### src/rtl/vcsp_defs.svh
`ifndef VCSP_DEFS_SVH
`define VCSP_DEFS_SVH
`define VCSP_ADDR_TXDATA 32'h0000_0000
`define VCSP_ADDR_RXDATA 32'h0000_0004
`define VCSP_ADDR_STATUS 32'h0000_0008
`define VCSP_ADDR_CTRL 32'h0000_000c
`define VCSP_RESP_OKAY 2'h0
`define VCSP_RESP_SLVERR 2'h2
`define VCSP_LEN_COMP 5'h08
`define VCSP_LEN_LIN 5'h10
`define VCSP_FIFO_WIDTH 16
`define VCSP_FIFO_DEPTH 32
`define VCSP_CLK_NS 8
`define VCSP_CLK_MHZ 125
`define VCSP_FRAME_US 125
`define VCSP_FRAME_CYC (`VCSP_FRAME_US * `VCSP_CLK_MHZ)
`define VCSP_MAX_FS_KHZ 16
`define VCSP_MCLK_KHZ 2048
`define VCSP_STBY_FRAMES 5
`define VCSP_STRAP_NS 2560
`define VCSP_STRAP_CYC ((`VCSP_STRAP_NS + `VCSP_CLK_NS - 1) / `VCSP_CLK_NS)
`define VCSP_CTRL_EN_BIT 0
`define VCSP_CTRL_CLR_BIT 1
`define VCSP_CTRL_RST 1'b0
`endif

### src/rtl/vcsp_pkg.sv
package vcsp_pkg;
    typedef enum logic [1:0] {
        VCSP_TX_IDLE = 2'b01,
        VCSP_TX_SHIFT = 2'b10
    } vcsp_tx_e;
    typedef logic [15:0] vcsp_word_t;
endpackage : vcsp_pkg

### src/rtl/vcsp_core.sv
// Summary of operation
// - companded words are exactly eight bits
// - linear words: 13 sample bits, three extra
// - linear receive extra bits set volume
// - companded transmit compresses, linear sends raw
// - companded receive expands, linear taken raw
// - fixed rate: master clock is bit clock
// - variable rate: separate data clocks time bits
// - receive clock tied high selects fixed rate
// - receive bits sampled on falling clock edges
// - transmit bits driven on rising clock edges
// - frame rates up to 16 kHz
// - coding select low linear, high companded
// - five idle frames: standby, high: test
// - fixed rate: slot strobe open drain low
`include "vcsp_defs.svh"
`timescale 1ns/10ps
`default_nettype none

module vcsp_fifo #(
    parameter int WIDTH = `VCSP_FIFO_WIDTH,
    parameter int DEPTH = `VCSP_FIFO_DEPTH
) (
    input wire logic aclk,
    input wire logic aresetn,
    input wire logic wr_valid,
    output logic wr_ready,
    input wire logic [WIDTH-1:0] wr_data,
    output logic rd_valid,
    input wire logic rd_ready,
    output logic [WIDTH-1:0] rd_data
);
    localparam int AW = $clog2(DEPTH);
    logic [WIDTH-1:0] mem_r [DEPTH];
    logic [AW-1:0] wp_r;
    logic [AW-1:0] rp_r;
    logic [AW:0] cnt_r;
    logic push;
    logic pop;

    assign wr_ready = (cnt_r != (AW+1)'(DEPTH));
    assign rd_valid = (cnt_r != '0);
    assign push = wr_valid && wr_ready;
    assign pop = rd_valid && rd_ready;
    assign rd_data = mem_r[rp_r];

    always_ff @(posedge aclk)
    begin
        if (push)
        begin
            mem_r[wp_r] <= wr_data;
        end
    end

    always_ff @(posedge aclk)
    begin
        if (!aresetn)
        begin
            wp_r <= '0;
            rp_r <= '0;
            cnt_r <= '0;
        end
        else
        begin
            if (push)
            begin
                wp_r <= AW'(wp_r + 1'b1);
            end
            if (pop)
            begin
                rp_r <= AW'(rp_r + 1'b1);
            end
            cnt_r <= (AW+1)'(cnt_r + {{AW{1'b0}}, push} - {{AW{1'b0}}, pop});
        end
    end
endmodule : vcsp_fifo

module vcsp_core #(
    parameter int FRAME_CYC = `VCSP_FRAME_CYC
) (
    input wire logic aclk,
    input wire logic aresetn,
    input wire logic [31:0] s_axi_awaddr,
    input wire logic s_axi_awvalid,
    output logic s_axi_awready,
    input wire logic [31:0] s_axi_wdata,
    input wire logic [3:0] s_axi_wstrb,
    input wire logic s_axi_wvalid,
    output logic s_axi_wready,
    output logic [1:0] s_axi_bresp,
    output logic s_axi_bvalid,
    input wire logic s_axi_bready,
    input wire logic [31:0] s_axi_araddr,
    input wire logic s_axi_arvalid,
    output logic s_axi_arready,
    output logic [31:0] s_axi_rdata,
    output logic [1:0] s_axi_rresp,
    output logic s_axi_rvalid,
    input wire logic s_axi_rready,
    input wire logic master_clock,
    input wire logic rx_bit_clock,
    input wire logic tx_bit_clock,
    output logic tx_slot_strobe,
    output logic tx_slot_strobe_oe,
    input wire logic rx_frame_sync,
    input wire logic tx_frame_sync,
    input wire logic rx_serial_data,
    output logic tx_serial_data,
    output logic tx_serial_data_oe,
    input wire logic coding_select,
    output logic [2:0] rx_volume
);
    // ------------------------------------------------------------
    // pin synchronisers
    // ------------------------------------------------------------
    localparam int NP = 7;
    localparam int P_MCLK = 0;
    localparam int P_RXC = 1;
    localparam int P_TXC = 2;
    localparam int P_FSR = 3;
    localparam int P_FSX = 4;
    localparam int P_DIN = 5;
    localparam int P_CODE = 6;
    localparam logic [23:0] STBY_LIM = 24'(FRAME_CYC * `VCSP_STBY_FRAMES - 1);
    localparam logic [9:0] STRAP_LIM = 10'(`VCSP_STRAP_CYC - 1);
    logic [NP-1:0] pin_raw;
    logic [NP-1:0] f_r;
    logic [NP-1:0] rise_r;
    logic [NP-1:0] fall_r;
    assign pin_raw = {coding_select, rx_serial_data, tx_frame_sync, rx_frame_sync,
                      tx_bit_clock, rx_bit_clock, master_clock};

    for (genvar i = 0; i < NP; i++)
    begin : g_sync
        logic [2:0] s_r;
        always_ff @(posedge aclk)
        begin
            if (!aresetn)
            begin
                s_r <= 3'h0;
                f_r[i] <= 1'b0;
                rise_r[i] <= 1'b0;
                fall_r[i] <= 1'b0;
            end
            else
            begin
                s_r <= {s_r[1:0], pin_raw[i]};
                // a level counts only once two stages agree
                rise_r[i] <= (s_r[1] == s_r[2]) && s_r[2] && !f_r[i];
                fall_r[i] <= (s_r[1] == s_r[2]) && !s_r[2] && f_r[i];
                if (s_r[1] == s_r[2])
                begin
                    f_r[i] <= s_r[2];
                end
            end
        end
    end

    // ------------------------------------------------------------
    // mode strap and bit clock selection
    // ------------------------------------------------------------
    logic fixed_r;
    logic [9:0] strap_cnt_r;
    logic comp;
    logic [4:0] word_len;
    logic rx_edge;
    logic tx_edge;
    assign comp = f_r[P_CODE];
    assign word_len = comp ? `VCSP_LEN_COMP : `VCSP_LEN_LIN;
    assign rx_edge = fixed_r ? fall_r[P_MCLK] : fall_r[P_RXC];
    assign tx_edge = fixed_r ? rise_r[P_MCLK] : rise_r[P_TXC];

    // a running receive clock never stays high this long, a tied pin does
    always_ff @(posedge aclk)
    begin
        if (!aresetn)
        begin
            strap_cnt_r <= 10'h000;
            fixed_r <= 1'b0;
        end
        else if (!f_r[P_RXC])
        begin
            strap_cnt_r <= 10'h000;
            fixed_r <= 1'b0;
        end
        else if (strap_cnt_r == STRAP_LIM)
        begin
            fixed_r <= 1'b1;
        end
        else
        begin
            strap_cnt_r <= 10'(strap_cnt_r + 1'b1);
        end
    end

    // ------------------------------------------------------------
    // companding
    // ------------------------------------------------------------
    function automatic logic [7:0] vcsp_compress(input logic [12:0] s);
        logic [11:0] mag;
        logic [2:0] seg;
        logic [3:0] man;
        mag = s[12] ? 12'(~s[11:0] + 12'h001) : s[11:0];
        if (s == 13'h1000)
        begin
            mag = 12'hfff;
        end
        seg = 3'h0;
        for (int i = 1; i < 8; i++)
        begin
            if (mag[i+4])
            begin
                seg = 3'(i);
            end
        end
        man = (seg == 3'h0) ? mag[4:1] : 4'(mag >> seg);
        return {s[12], seg, man};
    endfunction : vcsp_compress

    function automatic logic [12:0] vcsp_expand(input logic [7:0] c);
        logic [11:0] mag;
        mag = (c[6:4] == 3'h0) ? {7'h00, c[3:0], 1'b1} : 12'({8'h01, c[3:0]} << c[6:4]);
        return c[7] ? 13'(-{1'b0, mag}) : {1'b0, mag};
    endfunction : vcsp_expand

    // ------------------------------------------------------------
    // receive shifter and fifo
    // ------------------------------------------------------------
    logic rx_busy_r;
    logic [4:0] rx_cnt_r;
    logic [15:0] rx_sh_r;
    logic [15:0] rx_word;
    logic rx_take;
    logic rx_push;
    logic ovf_r;
    logic fifo_wr_ready;
    logic fifo_rd_valid;
    logic fifo_rd_ready;
    vcsp_pkg::vcsp_word_t fifo_wr_data;
    vcsp_pkg::vcsp_word_t fifo_rd_data;
    logic clr_flags;
    assign rx_word = {rx_sh_r[14:0], f_r[P_DIN]};
    assign rx_take = rx_edge && (rx_busy_r || f_r[P_FSR]);
    assign rx_push = rx_take && (rx_cnt_r == 5'(word_len - 1'b1));
    assign fifo_wr_data = comp ? {vcsp_expand(rx_word[7:0]), 3'h0} : rx_word;

    always_ff @(posedge aclk)
    begin
        if (!aresetn)
        begin
            rx_busy_r <= 1'b0;
            rx_cnt_r <= 5'h00;
            rx_sh_r <= 16'h0000;
            rx_volume <= 3'h0;
        end
        else if (rx_take)
        begin
            rx_sh_r <= rx_word;
            rx_busy_r <= !rx_push;
            rx_cnt_r <= rx_push ? 5'h00 : 5'(rx_cnt_r + 1'b1);
            if (rx_push && !comp)
            begin
                rx_volume <= rx_word[2:0];
            end
        end
    end

    // the link cannot be stalled, so a full fifo drops the word and flags it
    always_ff @(posedge aclk)
    begin
        if (!aresetn)
        begin
            ovf_r <= 1'b0;
        end
        else if (rx_push && !fifo_wr_ready)
        begin
            ovf_r <= 1'b1;
        end
        else if (clr_flags)
        begin
            ovf_r <= 1'b0;
        end
    end

    vcsp_fifo #(.WIDTH(`VCSP_FIFO_WIDTH), .DEPTH(`VCSP_FIFO_DEPTH)) u_rx_fifo (
        .aclk(aclk),
        .aresetn(aresetn),
        .wr_valid(rx_push),
        .wr_ready(fifo_wr_ready),
        .wr_data(fifo_wr_data),
        .rd_valid(fifo_rd_valid),
        .rd_ready(fifo_rd_ready),
        .rd_data(fifo_rd_data)
    );

    // ------------------------------------------------------------
    // transmit shifter
    // ------------------------------------------------------------
    vcsp_pkg::vcsp_tx_e tx_st_r;
    logic [4:0] tx_cnt_r;
    logic [15:0] tx_sh_r;
    logic [15:0] tx_hold_r;
    logic [15:0] tx_load;
    logic tx_new_r;
    logic udr_r;
    logic en_r;
    logic tx_start;
    logic tx_wr;
    assign tx_load = comp ? {vcsp_compress(tx_hold_r[15:3]), 8'h00} : tx_hold_r;
    assign tx_start = tx_edge && (tx_st_r == vcsp_pkg::VCSP_TX_IDLE) && f_r[P_FSX] && en_r;
    assign tx_slot_strobe = 1'b0;
    assign tx_slot_strobe_oe = fixed_r && tx_serial_data_oe;

    always_ff @(posedge aclk)
    begin
        if (!aresetn)
        begin
            tx_st_r <= vcsp_pkg::VCSP_TX_IDLE;
            tx_cnt_r <= 5'h00;
            tx_sh_r <= 16'h0000;
            tx_serial_data <= 1'b0;
            tx_serial_data_oe <= 1'b0;
        end
        else if (tx_edge)
        begin
            unique case (tx_st_r)
                vcsp_pkg::VCSP_TX_IDLE:
                begin
                    if (tx_start)
                    begin
                        tx_serial_data <= tx_load[15];
                        tx_sh_r <= {tx_load[14:0], 1'b0};
                        tx_serial_data_oe <= 1'b1;
                        tx_cnt_r <= 5'h01;
                        tx_st_r <= vcsp_pkg::VCSP_TX_SHIFT;
                    end
                end
                vcsp_pkg::VCSP_TX_SHIFT:
                begin
                    if (tx_cnt_r == word_len)
                    begin
                        tx_serial_data_oe <= 1'b0;
                        tx_cnt_r <= 5'h00;
                        tx_st_r <= vcsp_pkg::VCSP_TX_IDLE;
                    end
                    else
                    begin
                        tx_serial_data <= tx_sh_r[15];
                        tx_sh_r <= {tx_sh_r[14:0], 1'b0};
                        tx_cnt_r <= 5'(tx_cnt_r + 1'b1);
                    end
                end
            endcase
        end
    end

    always_ff @(posedge aclk)
    begin
        if (!aresetn)
        begin
            tx_new_r <= 1'b0;
            udr_r <= 1'b0;
        end
        else
        begin
            // a fresh write wins over the load that consumes the old word
            tx_new_r <= tx_wr || (tx_new_r && !tx_start);
            udr_r <= (tx_start && !tx_new_r) || (udr_r && !clr_flags);
        end
    end

    // ------------------------------------------------------------
    // frame sync supervision
    // ------------------------------------------------------------
    logic [23:0] hold_cnt_r [2];
    logic [1:0] stby_r;
    logic [1:0] hi_r;
    for (genvar c = 0; c < 2; c++)
    begin : g_fs
        always_ff @(posedge aclk)
        begin
            if (!aresetn)
            begin
                hold_cnt_r[c] <= 24'h000000;
                stby_r[c] <= 1'b0;
                hi_r[c] <= 1'b0;
            end
            else if (rise_r[P_FSR+c] || fall_r[P_FSR+c])
            begin
                hold_cnt_r[c] <= 24'h000000;
                stby_r[c] <= 1'b0;
                hi_r[c] <= 1'b0;
            end
            else if (hold_cnt_r[c] != STBY_LIM)
            begin
                hold_cnt_r[c] <= 24'(hold_cnt_r[c] + 1'b1);
            end
            else
            begin
                stby_r[c] <= !f_r[P_FSR+c];
                hi_r[c] <= f_r[P_FSR+c];
            end
        end
    end

    // ------------------------------------------------------------
    // axi4-lite slave
    // ------------------------------------------------------------
    logic aw_held_r;
    logic w_held_r;
    logic [31:0] awaddr_r;
    logic [31:0] wdata_r;
    logic [3:0] wstrb_r;
    logic wr_fire;
    logic ar_fire;
    assign s_axi_awready = !aw_held_r && !s_axi_bvalid;
    assign s_axi_wready = !w_held_r && !s_axi_bvalid;
    assign s_axi_arready = !s_axi_rvalid;
    assign wr_fire = aw_held_r && w_held_r && !s_axi_bvalid;
    assign ar_fire = s_axi_arvalid && s_axi_arready;
    assign fifo_rd_ready = ar_fire && (s_axi_araddr == `VCSP_ADDR_RXDATA);
    assign tx_wr = wr_fire && (awaddr_r == `VCSP_ADDR_TXDATA);
    assign clr_flags = wr_fire && (awaddr_r == `VCSP_ADDR_CTRL) && wstrb_r[0]
                       && wdata_r[`VCSP_CTRL_CLR_BIT];

    always_ff @(posedge aclk)
    begin
        if (!aresetn)
        begin
            aw_held_r <= 1'b0;
            w_held_r <= 1'b0;
            awaddr_r <= 32'h0000_0000;
            wdata_r <= 32'h0000_0000;
            wstrb_r <= 4'h0;
            s_axi_bvalid <= 1'b0;
            s_axi_bresp <= `VCSP_RESP_OKAY;
            tx_hold_r <= 16'h0000;
            en_r <= `VCSP_CTRL_RST;
        end
        else
        begin
            if (s_axi_awvalid && s_axi_awready)
            begin
                aw_held_r <= 1'b1;
                awaddr_r <= s_axi_awaddr;
            end
            if (s_axi_wvalid && s_axi_wready)
            begin
                w_held_r <= 1'b1;
                wdata_r <= s_axi_wdata;
                wstrb_r <= s_axi_wstrb;
            end
            if (wr_fire)
            begin
                aw_held_r <= 1'b0;
                w_held_r <= 1'b0;
                s_axi_bvalid <= 1'b1;
                s_axi_bresp <= (awaddr_r[31:4] == 28'h0000000 && awaddr_r[1:0] == 2'h0)
                               ? `VCSP_RESP_OKAY : `VCSP_RESP_SLVERR;
                if (tx_wr && wstrb_r[0])
                begin
                    tx_hold_r[7:0] <= wdata_r[7:0];
                end
                if (tx_wr && wstrb_r[1])
                begin
                    tx_hold_r[15:8] <= wdata_r[15:8];
                end
                if (awaddr_r == `VCSP_ADDR_CTRL && wstrb_r[0])
                begin
                    en_r <= wdata_r[`VCSP_CTRL_EN_BIT];
                end
            end
            else if (s_axi_bvalid && s_axi_bready)
            begin
                s_axi_bvalid <= 1'b0;
            end
        end
    end

    always_ff @(posedge aclk)
    begin
        if (!aresetn)
        begin
            s_axi_rvalid <= 1'b0;
            s_axi_rdata <= 32'h0000_0000;
            s_axi_rresp <= `VCSP_RESP_OKAY;
        end
        else if (ar_fire)
        begin
            s_axi_rvalid <= 1'b1;
            s_axi_rresp <= `VCSP_RESP_OKAY;
            unique case (s_axi_araddr)
                `VCSP_ADDR_TXDATA: s_axi_rdata <= {16'h0000, tx_hold_r};
                `VCSP_ADDR_RXDATA: s_axi_rdata <= {15'h0000, fifo_rd_valid, fifo_rd_data};
                `VCSP_ADDR_STATUS: s_axi_rdata <= {20'h00000, en_r, rx_volume, fifo_rd_valid,
                    udr_r, ovf_r, |hi_r, stby_r[1], stby_r[0], comp, fixed_r};
                `VCSP_ADDR_CTRL: s_axi_rdata <= {31'h00000000, en_r};
                default:
                begin
                    s_axi_rdata <= 32'h0000_0000;
                    s_axi_rresp <= `VCSP_RESP_SLVERR;
                end
            endcase
        end
        else if (s_axi_rready)
        begin
            s_axi_rvalid <= 1'b0;
        end
    end
endmodule : vcsp_core

`default_nettype wire

### config.mk
export PLATFORM = sky130hd
export DESIGN_NAME = vcsp_core
export DESIGN_NICKNAME = d
export VERILOG_FILES = /design/src/rtl/vcsp_pkg.sv /design/src/rtl/vcsp_core.sv
export VERILOG_INCLUDE_DIRS = /design/src /design/src/rtl
export SDC_FILE = /design/constraint.sdc
export NUM_CORES = 1
export LEC_CHECK = 0
export BUFFER_PORTS_ARGS = -buffer_cell sky130_fd_sc_hd__buf_2
export CORE_MARGIN = 3
export CORE_UTILIZATION = 60
export DETAILED_ROUTE_END_ITERATION = 8
export PLACE_DENSITY = 0.78
export SYNTH_ARGS = -nofsm -noshare
export SYNTH_HDL_FRONTEND = slang
export SYNTH_HIERARCHICAL = 1
export SYNTH_SLANG_ARGS = --single-unit
### constraint.sdc
create_clock -name aclk -period 7.75 [get_ports aclk]
set_clock_uncertainty 0.05 [all_clocks]
set_input_delay 1.9375 -clock aclk [delete_from_list [all_inputs] [get_ports aclk]]
set_output_delay 1.9375 -clock aclk [all_outputs]
set_load 0.05 [all_outputs]
Word-level counts from Yosys, hierarchy flattened
Memory sizes are Yosys's and may differ from the RTL's. A register that Yosys moved wholly into a read port is not among the register bits.
Index checks and enable logic that the tools add are counted.
{"block": "totals", "ff_bits": 226, "mem_bits_rw": 560, "inputBits": 114, "out_inout_bits": 48, "n_memories": 2}
{"block": "op_classes", "n_addsub": 12, "n_eq_ne": 23, "shift": 2, "n_mux": 65, "n_bitwise": 6, "n_reduce_logical": 92}
{"name": "u_rx_fifo.mem_r", "words": 32, "width": 16, "rd": 1, "rd_ports_with_merged_regs": 1, "write_ports": 1, "line_no": "vcsp_core.sv:34", "source": "logic [WIDTH-1:0] mem_r [DEPTH];"}
{"name": "hold_cnt_r", "words": 2, "width": 24, "rd": 2, "rd_ports_with_merged_regs": 0, "write_ports": 2, "line_no": "vcsp_core.sv:375", "source": "logic [23:0] hold_cnt_r [2];"}
{"op": "$eq A32 B4 Y1 const B", "count": 3}
{"op": "$mux W24", "count": 4}
{"op": "$pmux W17 S4", "count": 1}
{"op": "$logic_not A32 Y1", "count": 2}
{"op": "$add A24 B1 Y24 const B", "count": 2}
{"op": "$mux W16", "count": 3}
{"op": "$ne A24 B17 Y1 const B", "count": 2}
{"op": "$logic_and A1 B1 Y1", "count": 46}
{"op": "$mux W12", "count": 3}
{"op": "$eq A32 B3 Y1 const B", "count": 1}
{"op": "$pmux W16 S2", "count": 1}
{"op": "$mux W1", "count": 30}
{"op": "$mux W5", "count": 6}
{"op": "$logic_not A28 Y1", "count": 1}
{"op": "$add A5 B1 Y5 const B", "count": 4}
{"op": "$logic_not A1 Y1", "count": 18}
{"op": "$mux W3", "count": 6}
{"op": "$mux W15", "count": 1}
{"op": "$eq A13 B13 Y1 const B", "count": 1}
{"op": "$mux W13", "count": 1}
{"op": "$neg A12 Y13", "count": 1}
{"op": "$add A12 B1 Y12 const B", "count": 1}
{"op": "$not A12 Y12", "count": 1}
{"op": "$reduce_and A2 Y1", "count": 6}
{"op": "other kinds (28)", "count": 55}

Logic depth before layout (Yosys ltp)
Gate-level depths: netlist (run 1).
{"block": "logic_depth", "ltp_word": 16, "depth_mapped": 16, "mapped_depth_nobuf": 15}

By module
The synthesis (run 1) kept the hierarchy.
{"mod": "vcsp_fifo", "n_inst": 1, "cells_per_inst": 1067, "area_each_um2": 20708.6, "seq_area_each_um2": 15795.1}
{"mod": "vcsp_core", "n_inst": 1, "cells_per_inst": 1368, "area_each_um2": 12011.5, "seq_area_each_um2": 5265.0}

Worst setup path after synthesis (run 1)
No wires, ideal clock.
{"block": "synth_path", "path_kind": "input-to-reg", "start": "in s_axi_araddr[13]", "end": "reg u_rx_fifo.cnt_r[4]", "setup_ns": 0.115, "arrival_time_ns": 4.887, "required_time_ns": 7.585, "slack_ns": 2.698, "path_stages": 15, "cell_sequence": "or4_1 -> nor3_1 -> nand4b_1 -> or3_1 -> nor2_1 -> nand2_1 -> inv_1 -> ha_1 -> inv_1 -> ha_1 -> fa_1 -> a21oi_1 -> o21bai_1 -> xor2_1 -> and2_1"}
{"block": "synth_between", "elab_chain_cells": 4}
{"item": "start, declared", "line_no": "vcsp_core.sv:93", "source": "input wire logic [31:0] s_axi_araddr,"}
{"item": "$eq A32 B3 Y1"}
{"item": "$logic_and A1 B1 Y1", "line_no": "vcsp_core.sv:421", "source": "assign fifo_rd_ready = ar_fire && (s_axi_araddr == `VCSP_ADDR_RXDATA);"}
{"item": "net fifo_rd_ready", "line_no": "vcsp_core.sv:238", "source": "logic fifo_rd_ready;"}
{"item": "$logic_and A1 B1 Y1", "line_no": "vcsp_core.sv:44", "source": "assign pop = rd_valid && rd_ready;"}
{"item": "$sub A6 B1 Y6", "line_no": "vcsp_core.sv:73", "source": "cnt_r <= (AW+1)'(cnt_r + {{AW{1'b0}}, push} - {{AW{1'b0}}, pop});"}
{"item": "end signal, assigned", "line_no": "vcsp_core.sv:73"}
{"item": "end, declared", "line_no": "vcsp_core.sv:37", "source": "logic [AW:0] cnt_r;"}
The timed path passes the listed nets, and every way through them passes these cells.
A chain may end at the register's enable or synchronous reset.

Worst setup path in the final report (run 1)
Ends and elaborated chain as after synthesis.

==> metrics, run 1 <==
Core Util, Final 68.5%; DR vias 20800; asr flop ratio synth 0%; Placer Congestion 0.884; initial drt markers 2224; Post-CTS Resized 0; Worst-path clk slew 60 ps; clock buffer depth 3; status completed; FF-to-FF End tx_sh_r[10]; Clk Latency, worst-skew pair 630 ps; synth unique cells 84; Slowest-stage cell, CP nand4b_1; Synth Cell Area 0.0327 mm2; CP arrival 6200 ps; R2R depth 9; Synth Area in XOR/XNOR 2.28%; port buffer count 125; most common cell after layout, fill and taps aside edfxtp_1; RSZ-0062 raised after global routing no; mux cell area share after synthesis 10.2%; Via-to-Cell Ratio 6.27; most frequent cells in the layout 560 x edfxtp_1, 217 x nand2_1, 209 x dfxtp_1, 180 x mux2i_1, 164 x nor2_1; worst path cell trace buf_2 > or4_1 > nor3_1 > nand4b_1 > or3_1 > nor2_1 > nand2_1 > inv_1 > ha_1 > inv_1 > ha_1 > fa_1 > a21oi_1 > o21bai_1 > xor2_1 > and2_1; CP required 8210 ps; worst-case hold path end point rise_r[2]; fraction of layout cells with a size suffix above 1 15.6%; initial antenna violation count 1; Syn Inst Count 2435; num rows 84; post-synthesis compound-gate area fraction 7.58%; Hold Crit Start f_r[2]; first-pass GRT wire length 117000 um; Fillers 3530; WHS Path Cells 1; max_slew headroom 10.2%; leakage 0.0126 uW; Worst Setup SP s_axi_araddr[13]; Remaining Overflow, GRT 0; RR Startpoint tx_hold_r[4]; Initial Utilization 61.4%; worst-margin pin slew 1340 ps; Setup CP Type in -> reg; post-route ant nets 0; Max VDD drop 0.170 mV; crit path launch type input port; post-synthesis sequential area ratio 64.4%; Hold WC Path Type reg -> reg; critical path endpoint category register; root buffer cell clkbuf_16; Yosys warnings 6; Die Y 240 um; main combinational cell family by area after synthesis simple AND/OR/NAND/NOR gates; Num CTS Buffers 77; iteration count of the initial detailed-routing pass 6; syn avg cell area 13.4 um2; Worst R2R Setup Slack 3820 ps; gr usage total 26.8%; max cap viols 0; DIE WIDTH 240 um; vias in the first global route 20400; full die area 0.0574 mm2; post-route minimum period 5730 ps; Post-synth EDFFs 560; CORE AREA 0.0533 mm2; Peak Freq 174 MHz; Pwr Density 224 mW/mm2; largest net degree at the start of global routing 129; Nets 2705; Synth Flop Type edfxtp_1; final setup TNS 0 ps; Top-Level Pins 162; final hold violation count 0; setup repair bufs after CTS 0; # H-tree levels 3; Area Overhead vs Synth 11.5%; hold buffer count at CTS 0; DRT Wirelength 77000 um; routed len/inst 23.2 um; FF+latch count, synth 772; half-perimeter wire length after placement 47500 um; crit-path max FO 14; post-synthesis adder-cell area fraction 1.28%; final cycle utilization of the critical path 74.0%; final setup fails 0; CTS Sinks 772; DRC 0; CTS tree yes; Final Max Slew Viols 0; Synth Area in Simple Gates 11.3%; critical path's largest stage delay 710 ps
-- cell usage after synthesis (6+ instances only) --
cell	number	area [um2]
a21boi_0	74	556
a22oi_1	96	721
or3_1	9	56.3
nand3_1	72	360
a211oi_1	7	52.6
o211a_1	12	120
edfxtp_1	560	16800
or2_2	6	37.5
nor2_1	167	627
inv_1	47	176
a31oi_1	7	43.8
buf_4	22	165
mux2i_1	181	1810
and3_1	25	156
xnor2_1	42	368
or4_1	6	45.0
mux4_2	65	1460
nor4_1	17	106
ha_1	32	400
dfxtp_1	212	4240
nand2_1	217	815
nor3b_1	11	82.6
nand4_1	37	231
clkbuf_1	91	342
buf_2	33	165
nor2b_1	56	350
nor3_1	27	135
nand2b_1	12	75.1
a21oi_1	65	325
xor2_1	43	377
and2_1	51	319
o21ai_0	25	125
nor4b_1	6	52.6
-- registers in the layout (all words and copies together), names as in the netlist, 16 cells and up, named ones only --
name             flops
wdata_r             16
hold_cnt_r          48
tx_hold_r           16
u_rx_fifo/mem_r    512
s_axi_rdata         17
g_sync.s_r          21
awaddr_r            32
-- cell families after synthesis --
kind of cell               after synthesis
xor gates and xnor gates                85
buffers and inverters                  206
adders and majority gates               33
other                                    1
muxes                                  252
AOI/OAI and AO/OA                      342
DFF                                    772
and+or+nand+nor                        744
-- cell type report --
type	count	area [um2]	share of cell area, %
sequential	772	21100	57.8
multi-input combinational	1474	10800	29.7
clock buffer	104	2110	5.79
timing repair buffer	186	1100	3.01
tap	688	861	2.36
clock inverter	39	337	0.923
inverter	47	176	0.484
antenna	1	2.50	0.00686
-- routing by layer --
layer  up-vias  part of all wire [%]  GRT usage [%]
met4         0                   4.9           12.9
met5         -                     0              0
met3       225                   8.5           5.62
li1       9304                     -              -
met1     10300                    39           35.1
met2       938                    48           43.2
-- critical path: cells and delay by family --
family	cells	cell delay [ps]
xor+xnor	1	130
fa+ha+maj	3	780
simple gates	7	2730
compound gates	2	270
buf+inv	3	310
-- stage by stage --
| stage | power [uW] | hold slack [ps] | cell area, um2 | instances | worst slack, ps |
|---|---|---|---|---|---|
| after floorplan | 4620 | 339 | 32800 | 2452 | 2700 |
| after global placement | 4660 | 366 | 34000 | 3167 | 1530 |
| after detailed placement | 4670 | 374 | 34000 | 3167 | 1420 |
| after CTS | 8220 | 387 | 36500 | 3310 | 2070 |
| after global routing | 8400 | 386 | 36500 | 3311 | 1800 |
| final | 8170 | 383 | 36500 | 3311 | 2020 |
-- worst max path at each step --
stage / end / cells past startpoint
2_1_floorplan: u_rx_fifo/cnt_r[4] / 15
5_1_grt: u_rx_fifo/cnt_r[4] / 16
6_report: u_rx_fifo/cnt_r[4] / 16
3_5_place_dp: u_rx_fifo/cnt_r[4] / 16
4_1_cts: u_rx_fifo/cnt_r[4] / 16
3_3_place_gp: u_rx_fifo/cnt_r[4] / 16
-- where the power goes --
| group | switching (uW) | total [uW] | internal [uW] | leakage, uW |
|---|---|---|---|---|
| registers | 17.6 | 4420 | 4400 | 0.00703 |
| logic | 108 | 165 | 56.6 | 0.00437 |
| clock network | 1560 | 3590 | 2040 | 0.00120 |
| total | 1680 | 8170 | 6490 | 0.0126 |
Note: power is estimated with default switching activity, not from simulation.
==> run 2, diff against run 1 <==
clock period = 5.8 ns   (was 7.75 ns; I/O delays follow)
==> run 2 against run 1 <==
Routed wire length is 1.0% lower. Critical endpoint unchanged. Register-to-register slack worse by 1900 ps. Critical path depth did not move. Sequential power increased by 33%. Worst setup slack lost 740 ps. Largest power group unchanged. Non-clock buffer count rose by 5. Combinational power rose by 34%. Sequential share of layout area decreased by 0.24 points. First-iteration DRC count fell by 6.1%. Via count decreased by 0.80%. Clock-buffer cell count is 3 lower. Core utilization rose by 0.28 points.
==> metrics, run 2 (synthesis gave the netlist of run 1 again) <==
Remaining Overflow, GRT 0; DIE WIDTH 240 um; max reg flops 512; FF-to-FF End tx_sh_r[10]; WHS Path Cells 1; Placer Congestion 0.904; Switching Fraction 20.0%; design area 0.0366 mm2; sequential share of power 53.1%; Num CTS Buffers 78; leakage 0.0127 uW; worst path cell trace buf_2 > or4_1 > nor3_1 > nand4b_1 > or3_1 > nor2_1 > nand2_1 > inv_1 > ha_1 > inv_1 > ha_1 > fa_1 > a21oi_1 > o21bai_1 > xor2_1 > and2_1; num rows 84; port buffer count 125; internal power 8890 uW; R2R depth 9; final hold violation count 0; critical path's largest stage delay 510 ps; Fillers 3457; CTS Sinks 772; Initial Utilization 61.4%; Hold WC Path Type reg -> reg; full die area 0.0574 mm2; CP required 6250 ps; crit path launch type input port; Switching Power 2220 uW; status completed; Worst R2R Setup Slack 1880 ps; final setup fails 0; root buffer cell clkbuf_16; initial antenna violation count 1; most frequent cells in the layout 560 x edfxtp_1, 217 x nand2_1, 209 x dfxtp_1, 180 x mux2i_1, 164 x nor2_1; Top-Level Pins 162; # H-tree levels 3; critical path endpoint category register; fraction of layout cells with a size suffix above 1 16.0%; initial drt markers 2089; Max VDD drop 0.220 mV; first-pass GRT wire length 117000 um; crit path to u_rx_fifo/cnt_r[4]; post-route ant nets 0; CTS tree yes; gr usage total 26.7%; Setup CP Type in -> reg; DRT Wirelength 76200 um; clock buffer depth 3; DRC 0; final cycle utilization of the critical path 77.9%; Clk Latency, worst-skew pair 630 ps; DR vias 20600; half-perimeter wire length after placement 48500 um; routed len/inst 23.0 um; RSZ-0062 raised after global routing no; Peak Freq 221 MHz; Pwr Density 303 mW/mm2; Final Max Slew Viols 0; max cap viols 0; Die Y 240 um; hold buffer count at CTS 0; CORE AREA 0.0533 mm2; vias in the first global route 20200; Clock power frac 44.9%; Area Overhead vs Synth 12.0%; crit-path max FO 5; Post-CTS Resized 0; Top reg by flops u_rx_fifo/mem_r; largest net degree at the start of global routing 76; Via-to-Cell Ratio 6.21; max_slew headroom 25.2%; iteration count of the initial detailed-routing pass 5; biggest regs u_rx_fifo/mem_r: 512 flops, hold_cnt_r: 48 flops, awaddr_r: 32 flops; placed inst area 0.0341 mm2; Worst Setup SP s_axi_araddr[13]; worst-margin pin slew 1120 ps; Slowest-stage cell, CP or4_1; post-route minimum period 4520 ps; RR Startpoint tx_hold_r[4]; combinational fraction of design power 2.0%; most common cell after layout, fill and taps aside edfxtp_1; final setup TNS 0 ps; Nets 2711; setup repair bufs after CTS 0; Worst-path clk slew 60 ps; CP arrival 4970 ps
[run 2: cell count changes in the layout (fill, tap and decap cells not counted), sizes merged]
cell and delta:
bufinv +4, diode +2, clkinv -6, buf +5, clkinvlp +2, clkbuf -3
[run 2: cell type report]
cell class	count	area, um2	share of cell area [%]
tap	688	861	2.35
inverter	47	176	0.482
clock inverter	39	400	1.09
clock buffer	101	2150	5.87
sequential	772	21100	57.5
multi-input combinational	1474	10800	29.5
antenna	3	7.51	0.0205
timing repair buffer	191	1150	3.14
[run 2: how the worst min path moves through the flow]
stage | start | to | slack [ps]
floorplan | f_r[2] | rise_r[2] | 340
global placement | g_sync[2].s_r[0] | g_sync[2].s_r[1] | 360
detailed placement | g_sync[6].s_r[0] | g_sync[6].s_r[1] | 370
CTS | g_sync[6].s_r[0] | g_sync[6].s_r[1] | 390
global route | g_sync[6].s_r[0] | g_sync[6].s_r[1] | 400
finish | g_sync[6].s_r[0] | g_sync[6].s_r[1] | 380
[run 2: power groups by stage]
stage | Sequential (uW) | Clock (uW) | Combinational [uW]
finish | 5900 | 4990 | 221
global route | 5900 | 5280 | 243
CTS | 5900 | 5050 | 221
floorplan | 6020 | 0 | 157
global placement | 6020 | 0 | 212
detailed placement | 6020 | 0 | 220
[run 2: per-stage QoR]
step | std cells | power (uW) | util (%) | setup WS [ps] | hold WS [ps]
floorplan | 2452 | 6180 | - | 1240 | 339
global placement | 3172 | 6230 | 63.9 | 794 | 364
detailed placement | 3172 | 6240 | 63.9 | 661 | 371
CTS | 3312 | 11200 | 68.7 | 1310 | 385
global route | 3313 | 11400 | 68.7 | 1110 | 400
finish | 3315 | 11100 | 68.7 | 1280 | 379
[run 2: worst max-delay path: cells and delay by family]
| family | cells | cell delay, ps |
|---|---|---|
| XOR/XNOR | 1 | 140 |
| buffers and inverters | 3 | 240 |
| adder cells (fa/ha/maj) | 3 | 780 |
| AND/OR/NAND/NOR | 7 | 2090 |
| AO/OA/AOI/OAI | 2 | 270 |
[run 2: metal layers]
layer,GRT usage (%),up-vias,wire [um],part of all wire [%]
met5,0,-,0,0
met4,11.0,0,2720,3.6
met3,4.76,172,5910,7.8
met2,43.1,895,37200,49
met1,36.4,10200,30400,40
li1,-,9294,-,-
